==> config.mk <==
export PLATFORM = sky130hd
export DESIGN_NAME = pfo_failsafe_pwm
export DESIGN_NICKNAME = d
export VERILOG_FILES = /design/src/rtl/pfo_pkg.sv /design/src/rtl/pfo_pwm_chan.sv /design/src/rtl/pfo_failsafe_pwm.sv
export VERILOG_INCLUDE_DIRS = /design/src /design/src/rtl
export SDC_FILE = /design/constraint.sdc
export NUM_CORES = 2
export LEC_CHECK = 0
export BUFFER_PORTS_ARGS = -buffer_cell sky130_fd_sc_hd__buf_2
export CAP_MARGIN = 25
export CORE_ASPECT_RATIO = 0.75
export CORE_UTILIZATION = 43
export DETAILED_ROUTE_END_ITERATION = 7
export SYNTH_ARGS = -nofsm -noshare
export SYNTH_HDL_FRONTEND = slang
export SYNTH_SLANG_ARGS = --single-unit
==> constraint.sdc <==
create_clock -name i_core_clk -period 26.4 [get_ports i_core_clk]
set_input_delay 6.6 -clock i_core_clk [delete_from_list [all_inputs] [get_ports i_core_clk]]
set_output_delay 6.6 -clock i_core_clk [all_outputs]
set_load 0.02 [all_outputs]
==> src/rtl/pfo_regs.svh <==
// register offsets, field positions, reset values and timing counts
// assumes a 32-bit register port with byte addresses on word boundaries
`ifndef PFO_REGS_SVH
`define PFO_REGS_SVH

`define PFO_ADDR_W        8
`define PFO_DATA_W        32

`define PFO_OFF_CTRL      8'h00
`define PFO_OFF_PERIOD    8'h04
`define PFO_OFF_CH_EN     8'h08
`define PFO_OFF_FS_TMO    8'h0c
`define PFO_OFF_DOUT      8'h10
`define PFO_OFF_EXT       8'h14
`define PFO_OFF_FS_DOUT   8'h18
`define PFO_OFF_FS_EXT    8'h1c
`define PFO_OFF_FS_PCT    8'h20
`define PFO_OFF_STATUS    8'h24
`define PFO_OFF_MASK      8'h28
`define PFO_OFF_STATE     8'h2c
`define PFO_OFF_DUTY0     8'h30

`define PFO_CTRL_FS_EN    0
`define PFO_CTRL_COV_DOUT 1
`define PFO_CTRL_COV_EXT  2
`define PFO_CTRL_COV_PWM  3
`define PFO_CTRL_AUTO     4
`define PFO_CTRL_APPLY    8
`define PFO_CTRL_W        5
`define PFO_CTRL_RST      5'h0e

`define PFO_EV_ENTER      0
`define PFO_EV_EXIT       1
`define PFO_EV_WRAP       2
`define PFO_EV_W          3

`define PFO_PCT_W         7
`define PFO_PCT_FLD       8
`define PFO_PCT_MAX       7'h64
`define PFO_TMO_W         8

`define PFO_CORE_HZ       200000000
`define PFO_MOD_HZ        25000000
`define PFO_DIV           (`PFO_CORE_HZ / `PFO_MOD_HZ)
`define PFO_STEP_MS       100
`define PFO_STEP_TICKS    (`PFO_MOD_HZ / 1000 * `PFO_STEP_MS)

`endif

==> src/rtl/pfo_pkg.sv <==
// shared types of the pwm and failsafe block
// assumes pfo_regs.svh is on the include path
`include "pfo_regs.svh"

package pfo_pkg;

    typedef struct packed {
        logic [`PFO_ADDR_W-1:0] addr;
        logic [`PFO_DATA_W-1:0] wdata;
        logic                   we;
        logic                   re;
    } pfo_bus_req_t;

    typedef enum logic [0:0] {
        PFO_RUN  = 1'b0,
        PFO_SAFE = 1'b1
    } pfo_fs_state_t;

endpackage

==> src/rtl/pfo_pwm_chan.sv <==
// one pwm channel: compare of shared counter against own duty
// assumes counter and period come from the parent, same clock
`include "pfo_regs.svh"

module pfo_pwm_chan #(
    parameter int PW = 24
) (
    input  wire logic          i_core_clk,
    input  wire logic          i_rst,
    input  wire logic          i_en,
    input  wire logic          i_fs,
    input  wire logic [PW-1:0] i_period,
    input  wire logic [PW-1:0] i_cnt,
    input  wire logic [PW-1:0] i_duty,
    input  wire logic [6:0]    i_fs_pct,
    output logic               o_pwm
);

    wire [PW+6:0] fs_prod;
    wire [PW+6:0] fs_quot;
    wire [PW-1:0] fs_duty;
    wire [PW-1:0] duty_eff;
    wire          run;
    wire          level;

    // failsafe duty as percent of the period, rounded down
    assign fs_prod  = (PW+7)'(i_period) * (PW+7)'(i_fs_pct);
    assign fs_quot  = fs_prod / (PW+7)'(`PFO_PCT_MAX);
    assign fs_duty  = fs_quot[PW-1:0];
    assign duty_eff = i_fs ? fs_duty : i_duty;
    assign run      = (i_fs | i_en) && (i_period != '0);
    // duty 0 never high, duty >= period always high while run (enabled or failsafe, nonzero period)
    assign level    = run && (i_cnt < duty_eff);

    always_ff @(posedge i_core_clk) begin
        if (i_rst) begin
            o_pwm <= 1'b0;
        end else begin
            o_pwm <= level;
        end
    end
endmodule

==> src/rtl/pfo_failsafe_pwm.sv <==
// pwm generator with communication-loss failsafe and register port
// assumes one 200 mhz clock, synchronous reset, host activity pulse
// from logic on the same clock
`include "pfo_regs.svh"

module pfo_failsafe_pwm #(
    parameter int PW         = 24,
    parameter int DOUT_W     = 8,
    parameter int EXT_W      = 8,
    parameter int STEP_TICKS = `PFO_STEP_TICKS
) (
    input  wire logic                   i_core_clk,
    input  wire logic                   i_rst,
    input  wire pfo_pkg::pfo_bus_req_t  i_bus,
    output logic [`PFO_DATA_W-1:0]      o_rdata,
    input  wire logic                   i_host_pkt,
    output logic [1:0]                  o_pwm,
    output logic [DOUT_W-1:0]           o_dout,
    output logic [EXT_W-1:0]            o_ext,
    output logic                        o_estop,
    output logic                        o_irq
);

    localparam int N_CH  = 2;
    localparam int DIV   = `PFO_DIV;
    localparam int DIV_W = $clog2(DIV);
    localparam int PRE_W = $clog2(STEP_TICKS);
    localparam int DW    = `PFO_DATA_W;

    function automatic logic hit(input logic [`PFO_ADDR_W-1:0] a,
                                 input logic [`PFO_ADDR_W-1:0] off);
        hit = (a == off);
    endfunction

    // register port decode
    wire [`PFO_ADDR_W-1:0] addr;
    wire [DW-1:0]          wdata;
    wire                   we;
    wire                   re;
    assign addr  = i_bus.addr;
    assign wdata = i_bus.wdata;
    assign we    = i_bus.we;
    assign re    = i_bus.re;

    wire wr_ctrl;
    wire wr_period;
    wire wr_ch_en;
    wire wr_tmo;
    wire wr_dout;
    wire wr_ext;
    wire wr_fs_dout;
    wire wr_fs_ext;
    wire wr_fs_pct;
    wire wr_status;
    wire wr_mask;
    assign wr_ctrl    = we && hit(addr, `PFO_OFF_CTRL);
    assign wr_period  = we && hit(addr, `PFO_OFF_PERIOD);
    assign wr_ch_en   = we && hit(addr, `PFO_OFF_CH_EN);
    assign wr_tmo     = we && hit(addr, `PFO_OFF_FS_TMO);
    assign wr_dout    = we && hit(addr, `PFO_OFF_DOUT);
    assign wr_ext     = we && hit(addr, `PFO_OFF_EXT);
    assign wr_fs_dout = we && hit(addr, `PFO_OFF_FS_DOUT);
    assign wr_fs_ext  = we && hit(addr, `PFO_OFF_FS_EXT);
    assign wr_fs_pct  = we && hit(addr, `PFO_OFF_FS_PCT);
    assign wr_status  = we && hit(addr, `PFO_OFF_STATUS);
    assign wr_mask    = we && hit(addr, `PFO_OFF_MASK);

    // software registers
    logic [`PFO_CTRL_W-1:0] ctrl_r;
    logic [PW-1:0]          per_sh_r;
    logic [PW-1:0]          per_act_r;
    logic [N_CH-1:0]        ch_en_r;
    logic [`PFO_TMO_W-1:0]  tmo_r;
    logic [DOUT_W-1:0]      dout_r;
    logic [EXT_W-1:0]       ext_r;
    logic [DOUT_W-1:0]      fs_dout_r;
    logic [EXT_W-1:0]       fs_ext_r;
    logic [`PFO_EV_W-1:0]   sts_r;
    logic [`PFO_EV_W-1:0]   mask_r;
    logic [`PFO_EV_W-1:0]   sts_nxt;
    logic [PW-1:0]          duty_sh_r  [N_CH];
    logic [PW-1:0]          duty_act_r [N_CH];
    logic [6:0]             pct_r      [N_CH];

    wire fs_en;
    wire cov_dout;
    wire cov_ext;
    wire cov_pwm;
    wire auto_apply_setting;
    assign fs_en              = ctrl_r[`PFO_CTRL_FS_EN];
    assign cov_dout           = ctrl_r[`PFO_CTRL_COV_DOUT];
    assign cov_ext            = ctrl_r[`PFO_CTRL_COV_EXT];
    assign cov_pwm            = ctrl_r[`PFO_CTRL_COV_PWM];
    assign auto_apply_setting = ctrl_r[`PFO_CTRL_AUTO];

    // period and duty settings go live at the period boundary after an apply request
    logic                   pend_r;
    logic                   pend_nxt;
    logic [N_CH-1:0]        wr_duty;
    wire                    any_pwm_wr;
    wire                    apply_req;
    wire                    fs_pwm;
    assign any_pwm_wr = wr_period | (|wr_duty);
    assign apply_req  = (wr_ctrl && wdata[`PFO_CTRL_APPLY])
                      | (auto_apply_setting && any_pwm_wr);

    // 25 mhz module tick
    logic [DIV_W-1:0] div_r;
    wire              tick;
    assign tick = (div_r == DIV_W'(DIV - 1));

    always_ff @(posedge i_core_clk) begin
        if (i_rst) begin
            div_r <= '0;
        end else begin
            div_r <= tick ? '0 : div_r + DIV_W'(1);
        end
    end

    // shared period counter, counts module ticks
    logic [PW-1:0] cnt_r;
    wire           wrap;
    assign wrap = tick && ((per_act_r == '0) || (cnt_r >= per_act_r - PW'(1)));
    assign pend_nxt = apply_req | (pend_r & ~wrap);

    always_ff @(posedge i_core_clk) begin
        if (i_rst) begin
            cnt_r <= '0;
        end else if (wrap) begin
            cnt_r <= '0;
        end else if (tick) begin
            cnt_r <= cnt_r + PW'(1);
        end
    end

    always_ff @(posedge i_core_clk) begin
        if (i_rst) begin
            pend_r    <= 1'b0;
            per_act_r <= '0;
        end else begin
            pend_r <= pend_nxt;
            if (wrap && pend_r) begin
                per_act_r <= per_sh_r;
            end
        end
    end

    // per-channel duty, enable and failsafe percent
    genvar g;
    generate
        for (g = 0; g < N_CH; g++) begin : g_ch
            wire [6:0] pct_in;
            assign wr_duty[g] = we && hit(addr, `PFO_OFF_DUTY0 + `PFO_ADDR_W'(4 * g));
            assign pct_in = wdata[g*`PFO_PCT_FLD +: 7];

            always_ff @(posedge i_core_clk) begin
                if (i_rst) begin
                    duty_sh_r[g]  <= '0;
                    duty_act_r[g] <= '0;
                    pct_r[g]      <= '0;
                end else begin
                    if (wr_duty[g]) begin
                        duty_sh_r[g] <= wdata[PW-1:0];
                    end
                    if (wrap && pend_r) begin
                        duty_act_r[g] <= duty_sh_r[g];
                    end
                    if (wr_fs_pct) begin
                        pct_r[g] <= (pct_in > `PFO_PCT_MAX) ? `PFO_PCT_MAX : pct_in;
                    end
                end
            end

            pfo_pwm_chan #(
                .PW       (PW)
            ) u_chan (
                .i_core_clk (i_core_clk),
                .i_rst      (i_rst),
                .i_en       (ch_en_r[g]),
                .i_fs       (fs_pwm),
                .i_period   (per_act_r),
                .i_cnt      (cnt_r),
                .i_duty     (duty_act_r[g]),
                .i_fs_pct   (pct_r[g]),
                .o_pwm      (o_pwm[g])
            );
        end
    endgenerate

    // failsafe supervisor: 100 ms steps since last host activity
    pfo_pkg::pfo_fs_state_t state_r;
    pfo_pkg::pfo_fs_state_t state_nxt;
    logic [PRE_W-1:0]       pre_r;
    logic [`PFO_TMO_W-1:0]  step_r;
    wire                    step_end;
    wire [`PFO_TMO_W-1:0]   tmo_eff;
    wire                    expire;
    wire                    safe;
    wire                    ev_enter;
    wire                    ev_exit;

    assign step_end = tick && (pre_r == PRE_W'(STEP_TICKS - 1));
    assign tmo_eff  = (tmo_r == '0) ? `PFO_TMO_W'(1) : tmo_r;
    assign expire   = fs_en && !i_host_pkt && (step_r >= tmo_eff);
    assign safe     = (state_r == pfo_pkg::PFO_SAFE);
    assign fs_pwm   = safe && cov_pwm;

    always_ff @(posedge i_core_clk) begin
        if (i_rst || i_host_pkt) begin
            pre_r  <= '0;
            step_r <= '0;
        end else if (step_end) begin
            pre_r  <= '0;
            step_r <= (step_r == '1) ? step_r : step_r + `PFO_TMO_W'(1);
        end else if (tick) begin
            pre_r <= pre_r + PRE_W'(1);
        end
    end

    always_comb begin
        state_nxt = state_r;
        unique case (state_r)
            pfo_pkg::PFO_RUN: begin
                if (expire) begin
                    state_nxt = pfo_pkg::PFO_SAFE;
                end
            end
            pfo_pkg::PFO_SAFE: begin
                if (i_host_pkt || !fs_en) begin
                    state_nxt = pfo_pkg::PFO_RUN;
                end
            end
        endcase
    end

    assign ev_enter = !safe && (state_nxt == pfo_pkg::PFO_SAFE);
    assign ev_exit  = safe && (state_nxt == pfo_pkg::PFO_RUN);

    always_ff @(posedge i_core_clk) begin
        if (i_rst) begin
            state_r <= pfo_pkg::PFO_RUN;
        end else begin
            state_r <= state_nxt;
        end
    end

    // outputs: host values, or preset levels while in failsafe
    always_ff @(posedge i_core_clk) begin
        if (i_rst) begin
            o_dout  <= '0;
            o_ext   <= '0;
            o_estop <= 1'b0;
        end else begin
            o_dout  <= (safe && cov_dout) ? fs_dout_r : dout_r;
            o_ext   <= (safe && cov_ext) ? fs_ext_r : ext_r;
            o_estop <= safe;
        end
    end

    // software register writes
    always_ff @(posedge i_core_clk) begin
        if (i_rst) begin
            ctrl_r    <= `PFO_CTRL_RST;
            per_sh_r  <= '0;
            ch_en_r   <= '0;
            tmo_r     <= `PFO_TMO_W'(1);
            dout_r    <= '0;
            ext_r     <= '0;
            fs_dout_r <= '0;
            fs_ext_r  <= '0;
            mask_r    <= '0;
        end else begin
            if (wr_ctrl) begin
                ctrl_r <= wdata[`PFO_CTRL_W-1:0];
            end
            if (wr_period) begin
                per_sh_r <= wdata[PW-1:0];
            end
            if (wr_ch_en) begin
                ch_en_r <= wdata[N_CH-1:0];
            end
            if (wr_tmo) begin
                tmo_r <= wdata[`PFO_TMO_W-1:0];
            end
            if (wr_dout) begin
                dout_r <= wdata[DOUT_W-1:0];
            end
            if (wr_ext) begin
                ext_r <= wdata[EXT_W-1:0];
            end
            if (wr_fs_dout) begin
                fs_dout_r <= wdata[DOUT_W-1:0];
            end
            if (wr_fs_ext) begin
                fs_ext_r <= wdata[EXT_W-1:0];
            end
            if (wr_mask) begin
                mask_r <= wdata[`PFO_EV_W-1:0];
            end
        end
    end

    // sticky events, write one to clear, a new event wins
    wire [`PFO_EV_W-1:0] ev;
    wire [`PFO_EV_W-1:0] clr;
    assign ev      = {wrap, ev_exit, ev_enter};
    assign clr     = wr_status ? wdata[`PFO_EV_W-1:0] : '0;
    assign sts_nxt = (sts_r & ~clr) | ev;

    always_ff @(posedge i_core_clk) begin
        if (i_rst) begin
            sts_r <= '0;
            o_irq <= 1'b0;
        end else begin
            sts_r <= sts_nxt;
            o_irq <= |(sts_nxt & mask_r);
        end
    end

    // read data, one cycle after the read strobe; unmapped reads zero
    wire [DW-1:0] rd_state;
    wire [DW-1:0] rd_pct;
    wire [DW-1:0] rd_duty;
    wire [DW-1:0] rd_w;
    assign rd_state = {16'h0000, step_r, 7'h00, safe};
    assign rd_pct   = {17'h00000, pct_r[1], 1'b0, pct_r[0]};
    assign rd_duty  = ({DW{hit(addr, `PFO_OFF_DUTY0)}} & DW'(duty_sh_r[0]))
                    | ({DW{hit(addr, `PFO_OFF_DUTY0 + 8'h04)}} & DW'(duty_sh_r[1]));
    assign rd_w = ({DW{hit(addr, `PFO_OFF_CTRL)}}    & DW'(ctrl_r))
                | ({DW{hit(addr, `PFO_OFF_PERIOD)}}  & DW'(per_sh_r))
                | ({DW{hit(addr, `PFO_OFF_CH_EN)}}   & DW'(ch_en_r))
                | ({DW{hit(addr, `PFO_OFF_FS_TMO)}}  & DW'(tmo_r))
                | ({DW{hit(addr, `PFO_OFF_DOUT)}}    & DW'(dout_r))
                | ({DW{hit(addr, `PFO_OFF_EXT)}}     & DW'(ext_r))
                | ({DW{hit(addr, `PFO_OFF_FS_DOUT)}} & DW'(fs_dout_r))
                | ({DW{hit(addr, `PFO_OFF_FS_EXT)}}  & DW'(fs_ext_r))
                | ({DW{hit(addr, `PFO_OFF_FS_PCT)}}  & rd_pct)
                | ({DW{hit(addr, `PFO_OFF_STATUS)}}  & DW'(sts_r))
                | ({DW{hit(addr, `PFO_OFF_MASK)}}    & DW'(mask_r))
                | ({DW{hit(addr, `PFO_OFF_STATE)}}   & rd_state)
                | rd_duty;

    always_ff @(posedge i_core_clk) begin
        if (i_rst) begin
            o_rdata <= '0;
        end else begin
            o_rdata <= re ? rd_w : '0;
        end
    end
endmodule

* Yosys cells after proc, flatten, opt, wreduce, memory -nomap -nowiden
Memories as Yosys holds them, arrays and structs flattened.
Index checks and enable logic that the tools add are counted.
** Word-level totals
- Output and inout bits :: 52
- Bits of input ports :: 45
- Word-level logic and storage cells :: 183
- Latch bits :: 0
- RAM bits :: 110
- Memories kept :: 3
- Flip-flop bits (word level) :: 212
- Bits in read-only memories :: 0
** Operators by class
- Multiply operators :: 2
- Shifts and indexed selects :: 0
- Add/subtract/negate cells :: 5
- Mux-type cells :: 31
- Bitwise gates (word level) :: 48
- $lt $le $gt $ge :: 6
- Eq/ne operators :: 16
- Reduce and logical (&&, ||, !) cells :: 46
- Divide/modulo/power cells :: 2
** Memories
- duty_act_r :: words 2, bits a word 24, rd ports 2, clocked after memory_dff 0, wr ports 2, RTL line pfo_failsafe_pwm.sv:82 : logic [PW-1:0] duty_act_r [N_CH];
- duty_sh_r :: words 2, bits a word 24, rd ports 2, clocked after memory_dff 0, wr ports 2, RTL line pfo_failsafe_pwm.sv:81 : logic [PW-1:0] duty_sh_r [N_CH];
- pct_r :: words 2, bits a word 7, rd ports 2, clocked after memory_dff 0, wr ports 2, RTL line pfo_failsafe_pwm.sv:83 : logic [6:0] pct_r [N_CH];
** Operator list (number)
- $or 32x32->32 :: 13
- $and 32x8->32 :: 5
- $mux 24 :: 6
- $and 32x24->32 :: 3
- $and 32x3->32 :: 2
- $div 31x7->31 const B :: 2
- $mul 24x7->31 :: 2
- $eq 8x6->1 const B :: 6
- $lt 24x24->1 :: 2
- $and 32x15->32 :: 1
- $and 32x16->32 :: 1
- $and 32x2->32 :: 1
- $and 32x5->32 :: 1
- $eq 8x5->1 const B :: 4
- $logic_and 1x1->1 :: 29
- $mux 7 :: 4
- $add 24x1->24 const B :: 1
- $ge 24x24->1 :: 1
- $logic_not 24->1 :: 1
- $mux 8 :: 3
- $reduce_bool 24->1 :: 1
- $sub 24x1->24 const B :: 1
- $add 22x1->22 const B :: 1
- $eq 22x22->1 const B :: 1
- 23 further kinds :: 64

* Longest topological paths before layout
- Depth in word-level cells :: 14
- Gate-level depth with buffers :: 89

* By module
A second synthesis with hierarchy kept.
** Unflattened totals
- Cells, all modules :: 4539
- Area total of the unflattened synthesis :: 37459.7 um^2
** By module, submodules not included
- pfo_failsafe_pwm :: area an instance 13999.7 um^2, times used 1, cells an instance 1385
- pfo_pwm_chan (g_ch[0].u_chan) :: area an instance 12129.1 um^2, times used 1, cells an instance 1632
- pfo_pwm_chan (g_ch[1].u_chan) :: area an instance 11330.9 um^2, times used 1, cells an instance 1522

* Worst setup path after synthesis
Ideal clock, no wire load.
- Path type :: flip-flop to flip-flop
- From :: register per_act_r[16]
- To :: register g_ch[0].u_chan.o_pwm
- Library setup time :: 91 ps
- Data arrival time :: 19193 ps
- Data required time :: 26309 ps
- Period minus slack after synthesis :: 19284 ps
- Path buffers :: 5
- Cell stages (with the launch flop) :: 80
- Path slack :: 7116 ps
- Cells stage by stage :: dfxtp_1 -> clkbuf_1 -> clkbuf_1 -> nand2_1 -> fa_1 -> inv_1 -> fa_1 -> inv_1 -> fa_1 -> fa_1 -> inv_1 -> ha_1 -> clkbuf_1 -> nand4_1 -> or3_1 -> o221ai_1 -> or2_1 -> o22a_1 -> [... 44 more ...] -> o2111a_1 -> and2_1 -> o32ai_2 -> or4_4 -> nor3b_2 -> o21ai_2 -> a311oi_1 -> o211ai_1 -> nand4b_1 -> a21boi_1 -> ha_1 -> o21a_1 -> o21a_1 -> a21oi_1 -> o21ai_0 -> a21oi_1 -> o311ai_0 -> a311oi_1
** On the way
- Cells in the longest elaborated chain, start to end :: 5
- Elaborated cells on any way between the ends :: 7
** Ends and longest elaborated chain
- start, declared :: RTL line pfo_failsafe_pwm.sv:71 : logic [PW-1:0] per_act_r;
- start signal, assigned :: RTL line pfo_failsafe_pwm.sv:143 : per_act_r <= per_sh_r;
- $mul 24x7->31 :: RTL line pfo_pwm_chan.sv:27 : assign fs_prod = (PW+7)'(i_period) * (PW+7)'(i_fs_pct);
- $div 31x7->31 :: RTL line pfo_pwm_chan.sv:28 : assign fs_quot = fs_prod / (PW+7)'(`PFO_PCT_MAX);
- $mux 24 :: RTL line pfo_pwm_chan.sv:30 : assign duty_eff = i_fs ? fs_duty : i_duty;
- $lt 24x24->1 :: RTL line pfo_pwm_chan.sv:33 : assign level = run && (i_cnt < duty_eff);
- $logic_and 1x1->1 * :: RTL line pfo_pwm_chan.sv:33
- end signal, assigned :: RTL line pfo_pwm_chan.sv:39 : o_pwm <= level;
- end, declared :: RTL line pfo_pwm_chan.sv:16 : output logic o_pwm
Mark *: on every way between the ends. The rest lies on a longest branch, timed or not.
A chain may end at the register's enable or synchronous reset.

==> key figures <==
Global route
  • Vias in the first global route: 32046
  • Initial antenna violation count: 5
  • Grt total ovfl: 0
  • Maximum number of pins on one net before global-route repair: 80
  • Tot GR Track Use: 25.8%
  • First-pass GRT wire length: around 190000 um

Die
  • Core Box Area: 0.0863 mm2
  • Initial core utilization: 43.7%
  • IO Count: 97
  • DIE WIDTH: 344 um
  • Die ar.: a little under 0.09 mm2
  • Height of the die: 259 um
  • Row Count: 93

Critical path
  • CP top delay family: compound AO/OA/AOI/OAI gates
  • Worst path bufs/invs: 3
  • CP max FO: 25
  • Delay of the slowest critical-path stage: 1.03 ns
  • Crit end category: flop
  • Setup CP Type: reg2reg
  • CP Launch Type: flop
  • Worst EP arrival: 24.96 ns
  • Required @ worst endpoint: 26.81 ns
  • CP max stage cell: edfxtp_1
  • Number of cells on the critical path: 73
  • Reg2reg path depth: 73

Min path
  • Hold Path Depth: 1
  • Worst Hold Class: reg2reg

Synthesis
  • Cells after Synth: 4594
  • Dominant cell by count in the synthesized netlist: nand2_1
  • Register area share after synthesis: 19.6%
  • Seq cells post-synth: 314
  • Synth top area share: between 10% and 20%
  • Top_reg_cell synth: dfxtp_1
  • Synth warn: 0
  • Asr flop ratio synth: 0%
  • Syn_area_per_cell: 8.22 um2
  • Synthesized cell area: 0.0377 mm2
  • Cell variety after synth: 164
  • Cell taking the most area after synthesis: fa_1
  • Area contributors post-synth: fa_1, dfxtp_1, edfxtp_1, and2_1, ha_1
  • EDFF count, synth: 110
  • Commonest cells in the netlist: nand2_1, and2_1, nor2_1

Clocking
  • Post-CTS Hold Buffers: 0
  • Root Buffer: clkbuf_16
  • Clock sinks: 314
  • Clock transition at path regs: 0.06 ns
  • Number of H-tree levels: 2
  • Clock Tree Buf Depth: 3
  • CTS tree: done
  • Post_cts resized: 0
  • Postcts setup bufs: 0
  • Cts bufs inserted: 35
  • Clk_lat worst skew: 0.53 ns

Drt
  • Routed WL: 118000 um
  • 1st-iter DRT viols: between 3000 and 4000
  • DRC viols: 1
  • Vias per std cell: 6.15
  • ANT nets after route: 0
  • Drt pass-1 iters: 8
  • Vias after detailed routing: 34937
  • Average wire per standard cell: 20.7 um

STA
  • Setup Skew: 0.0399 ns
  • Final worst-path cycle share: about 93%
  • RSZ-0062 raised after global routing: false
  • Worst slew pin tran: between 1 and 1.5 ns
  • Final Hold Fails: 0
  • FMAX: 40.7 MHz
  • Max transition margin: 26.3%
  • Final worst path period need: ~25 ns
  • Final Setup Violations: 0
  • TNS Setup: 0 ns
  • Final max-slew violation count: 0

Cells and area
  • Fin nets: 4954
  • Layout cells sized above 1: 9.06%
  • Area grow syn2layout: 5.65%
  • Register area: 0.00739 mm2
  • Non-Filler Instances: 5679
  • Combined area of the multi-input logic cells: 0.0282 mm2
  • Final core utilization: 46.2%
  • # fillers: roughly 8600

Placement
  • DP Wirelength: approximately 89000 um
  • Final Wtd Congestion: between 0.9 and 1
  • Placed cells: 5609
  • Buffers on Ports: 80

Flow run
  • Max Cap Viol: 0

Power
  • Max VDD drop: 0.0548 mV
  • Pleak: 16.6 nW
  • Power Dens Cells: 25.9 mW/mm2

Status
  • Failing checks: design-rule violations
  • Status: complete, but fails checks
[worst paths after layout]
| kind | startpoint | endpoint | slack (ns) |
|---|---|---|---|
| setup / recovery | pct_r[1][3]$_SDFFCE_PN0P_ | g_ch[1].u_chan.o_pwm$_SDFF_PP0_ | 1.85 |
| hold / removal | div_r[0]$_SDFF_PP0_ | div_r[0]$_SDFF_PP0_ | 0.42 |
| setup reg to reg | pct_r[1][3]$_SDFFCE_PN0P_ | g_ch[1].u_chan.o_pwm$_SDFF_PP0_ | 1.85 |
| hold reg to reg | div_r[0]$_SDFF_PP0_ | div_r[0]$_SDFF_PP0_ | 0.42 |
[per-layer routing]
| metal | wire length [um] | share of wire [%] | GRT usage [%] | vias up |
|---|---|---|---|---|
| li1 | - | - | - | 16502 |
| met1 | 57900 | 49 | 40.9 | 16973 |
| met2 | 48600 | 41 | 37.3 | 1358 |
| met3 | 9790 | 8.3 | 3.24 | 102 |
| met4 | 1470 | 1.3 | 3.93 | 2 |
| met5 | 11 | 0.0093 | 0 | - |
[registers in the layout, summed over array words and instances, names as in the netlist, 5 cells and up]
name	flops
duty_sh_r	48
pct_r	14
ctrl_r	5
per_act_r	24
cnt_r	24
step_r	8
pre_r	22
o_rdata	24
fs_ext_r	8
tmo_r	8
dout_r	8
ext_r	8
per_sh_r	24
o_dout	8
duty_act_r	48
o_ext	8
fs_dout_r	8
[final cells by class]
type,instances,share of cell area [%]
Tap cell,1140,3.58
Clock buffer,54,2.61
Inverter,239,2.25
Sequential cell,314,18.5
Timing Repair Buffer,133,2.15
Multi-Input combinational cell,3786,70.7
Clock inverter,10,0.201
Antenna cell,3,0.0188
[where the power goes]
| part | total [mW] | internal (mW) | leakage, nW | switching (mW) |
|---|---|---|---|---|
| sequential | 0.521 | 0.508 | 2.73 | 0.0126 |
| clock | 0.475 | 0.275 | 0.542 | 0.200 |
| combinational | 0.0367 | 0.00888 | 13.3 | 0.0278 |
[stage by stage]
stage	hold WS, ns	setup slack, ns	total power [mW]	area, um2
2_1_floorplan	0.398	7.12	0.544	37800
3_3_place_gp	0.413	2.32	0.565	38700
3_5_place_dp	0.411	2.29	0.565	38700
4_1_cts	0.418	2.20	1.03	39800
5_1_grt	0.455	0.212	1.06	39900
6_report	0.417	1.85	1.03	39900
[cells in the final DEF, fill, tap and decap left out, drive strengths merged, types with 28 or more instances in the layout]
cell type	Yosys	final
nand4	54	54
xor2	77	77
dfxtp	204	204
a22oi	35	35
or3	42	42
nor2	344	344
a211oi	62	62
nand3	175	175
a21o	64	64
clkbuf	178	54
ha	182	182
nand2	472	472
and2	369	369
mux2i	64	64
o21ai	163	163
or2	37	37
a211o	32	32
xnor2	113	113
nand2b	34	34
inv	239	242
a31oi	66	66
edfxtp	110	110
and3	67	67
nor4	43	43
nor3	115	115
a21oi	346	346
buf	83	133
fa	218	218
o211ai	60	60
a221oi	28	28
[kinds of logic after synthesis]
group,share of synthesized area [%]
simple gates,25.2
mux,2.44
buf+inv,5.87
fa+ha+maj,17.8
other cells,0.00993
flops,19.6
xor+xnor,4.61
compound gates,24.5
No activity file was read; power rests on OpenSTA's default activity.
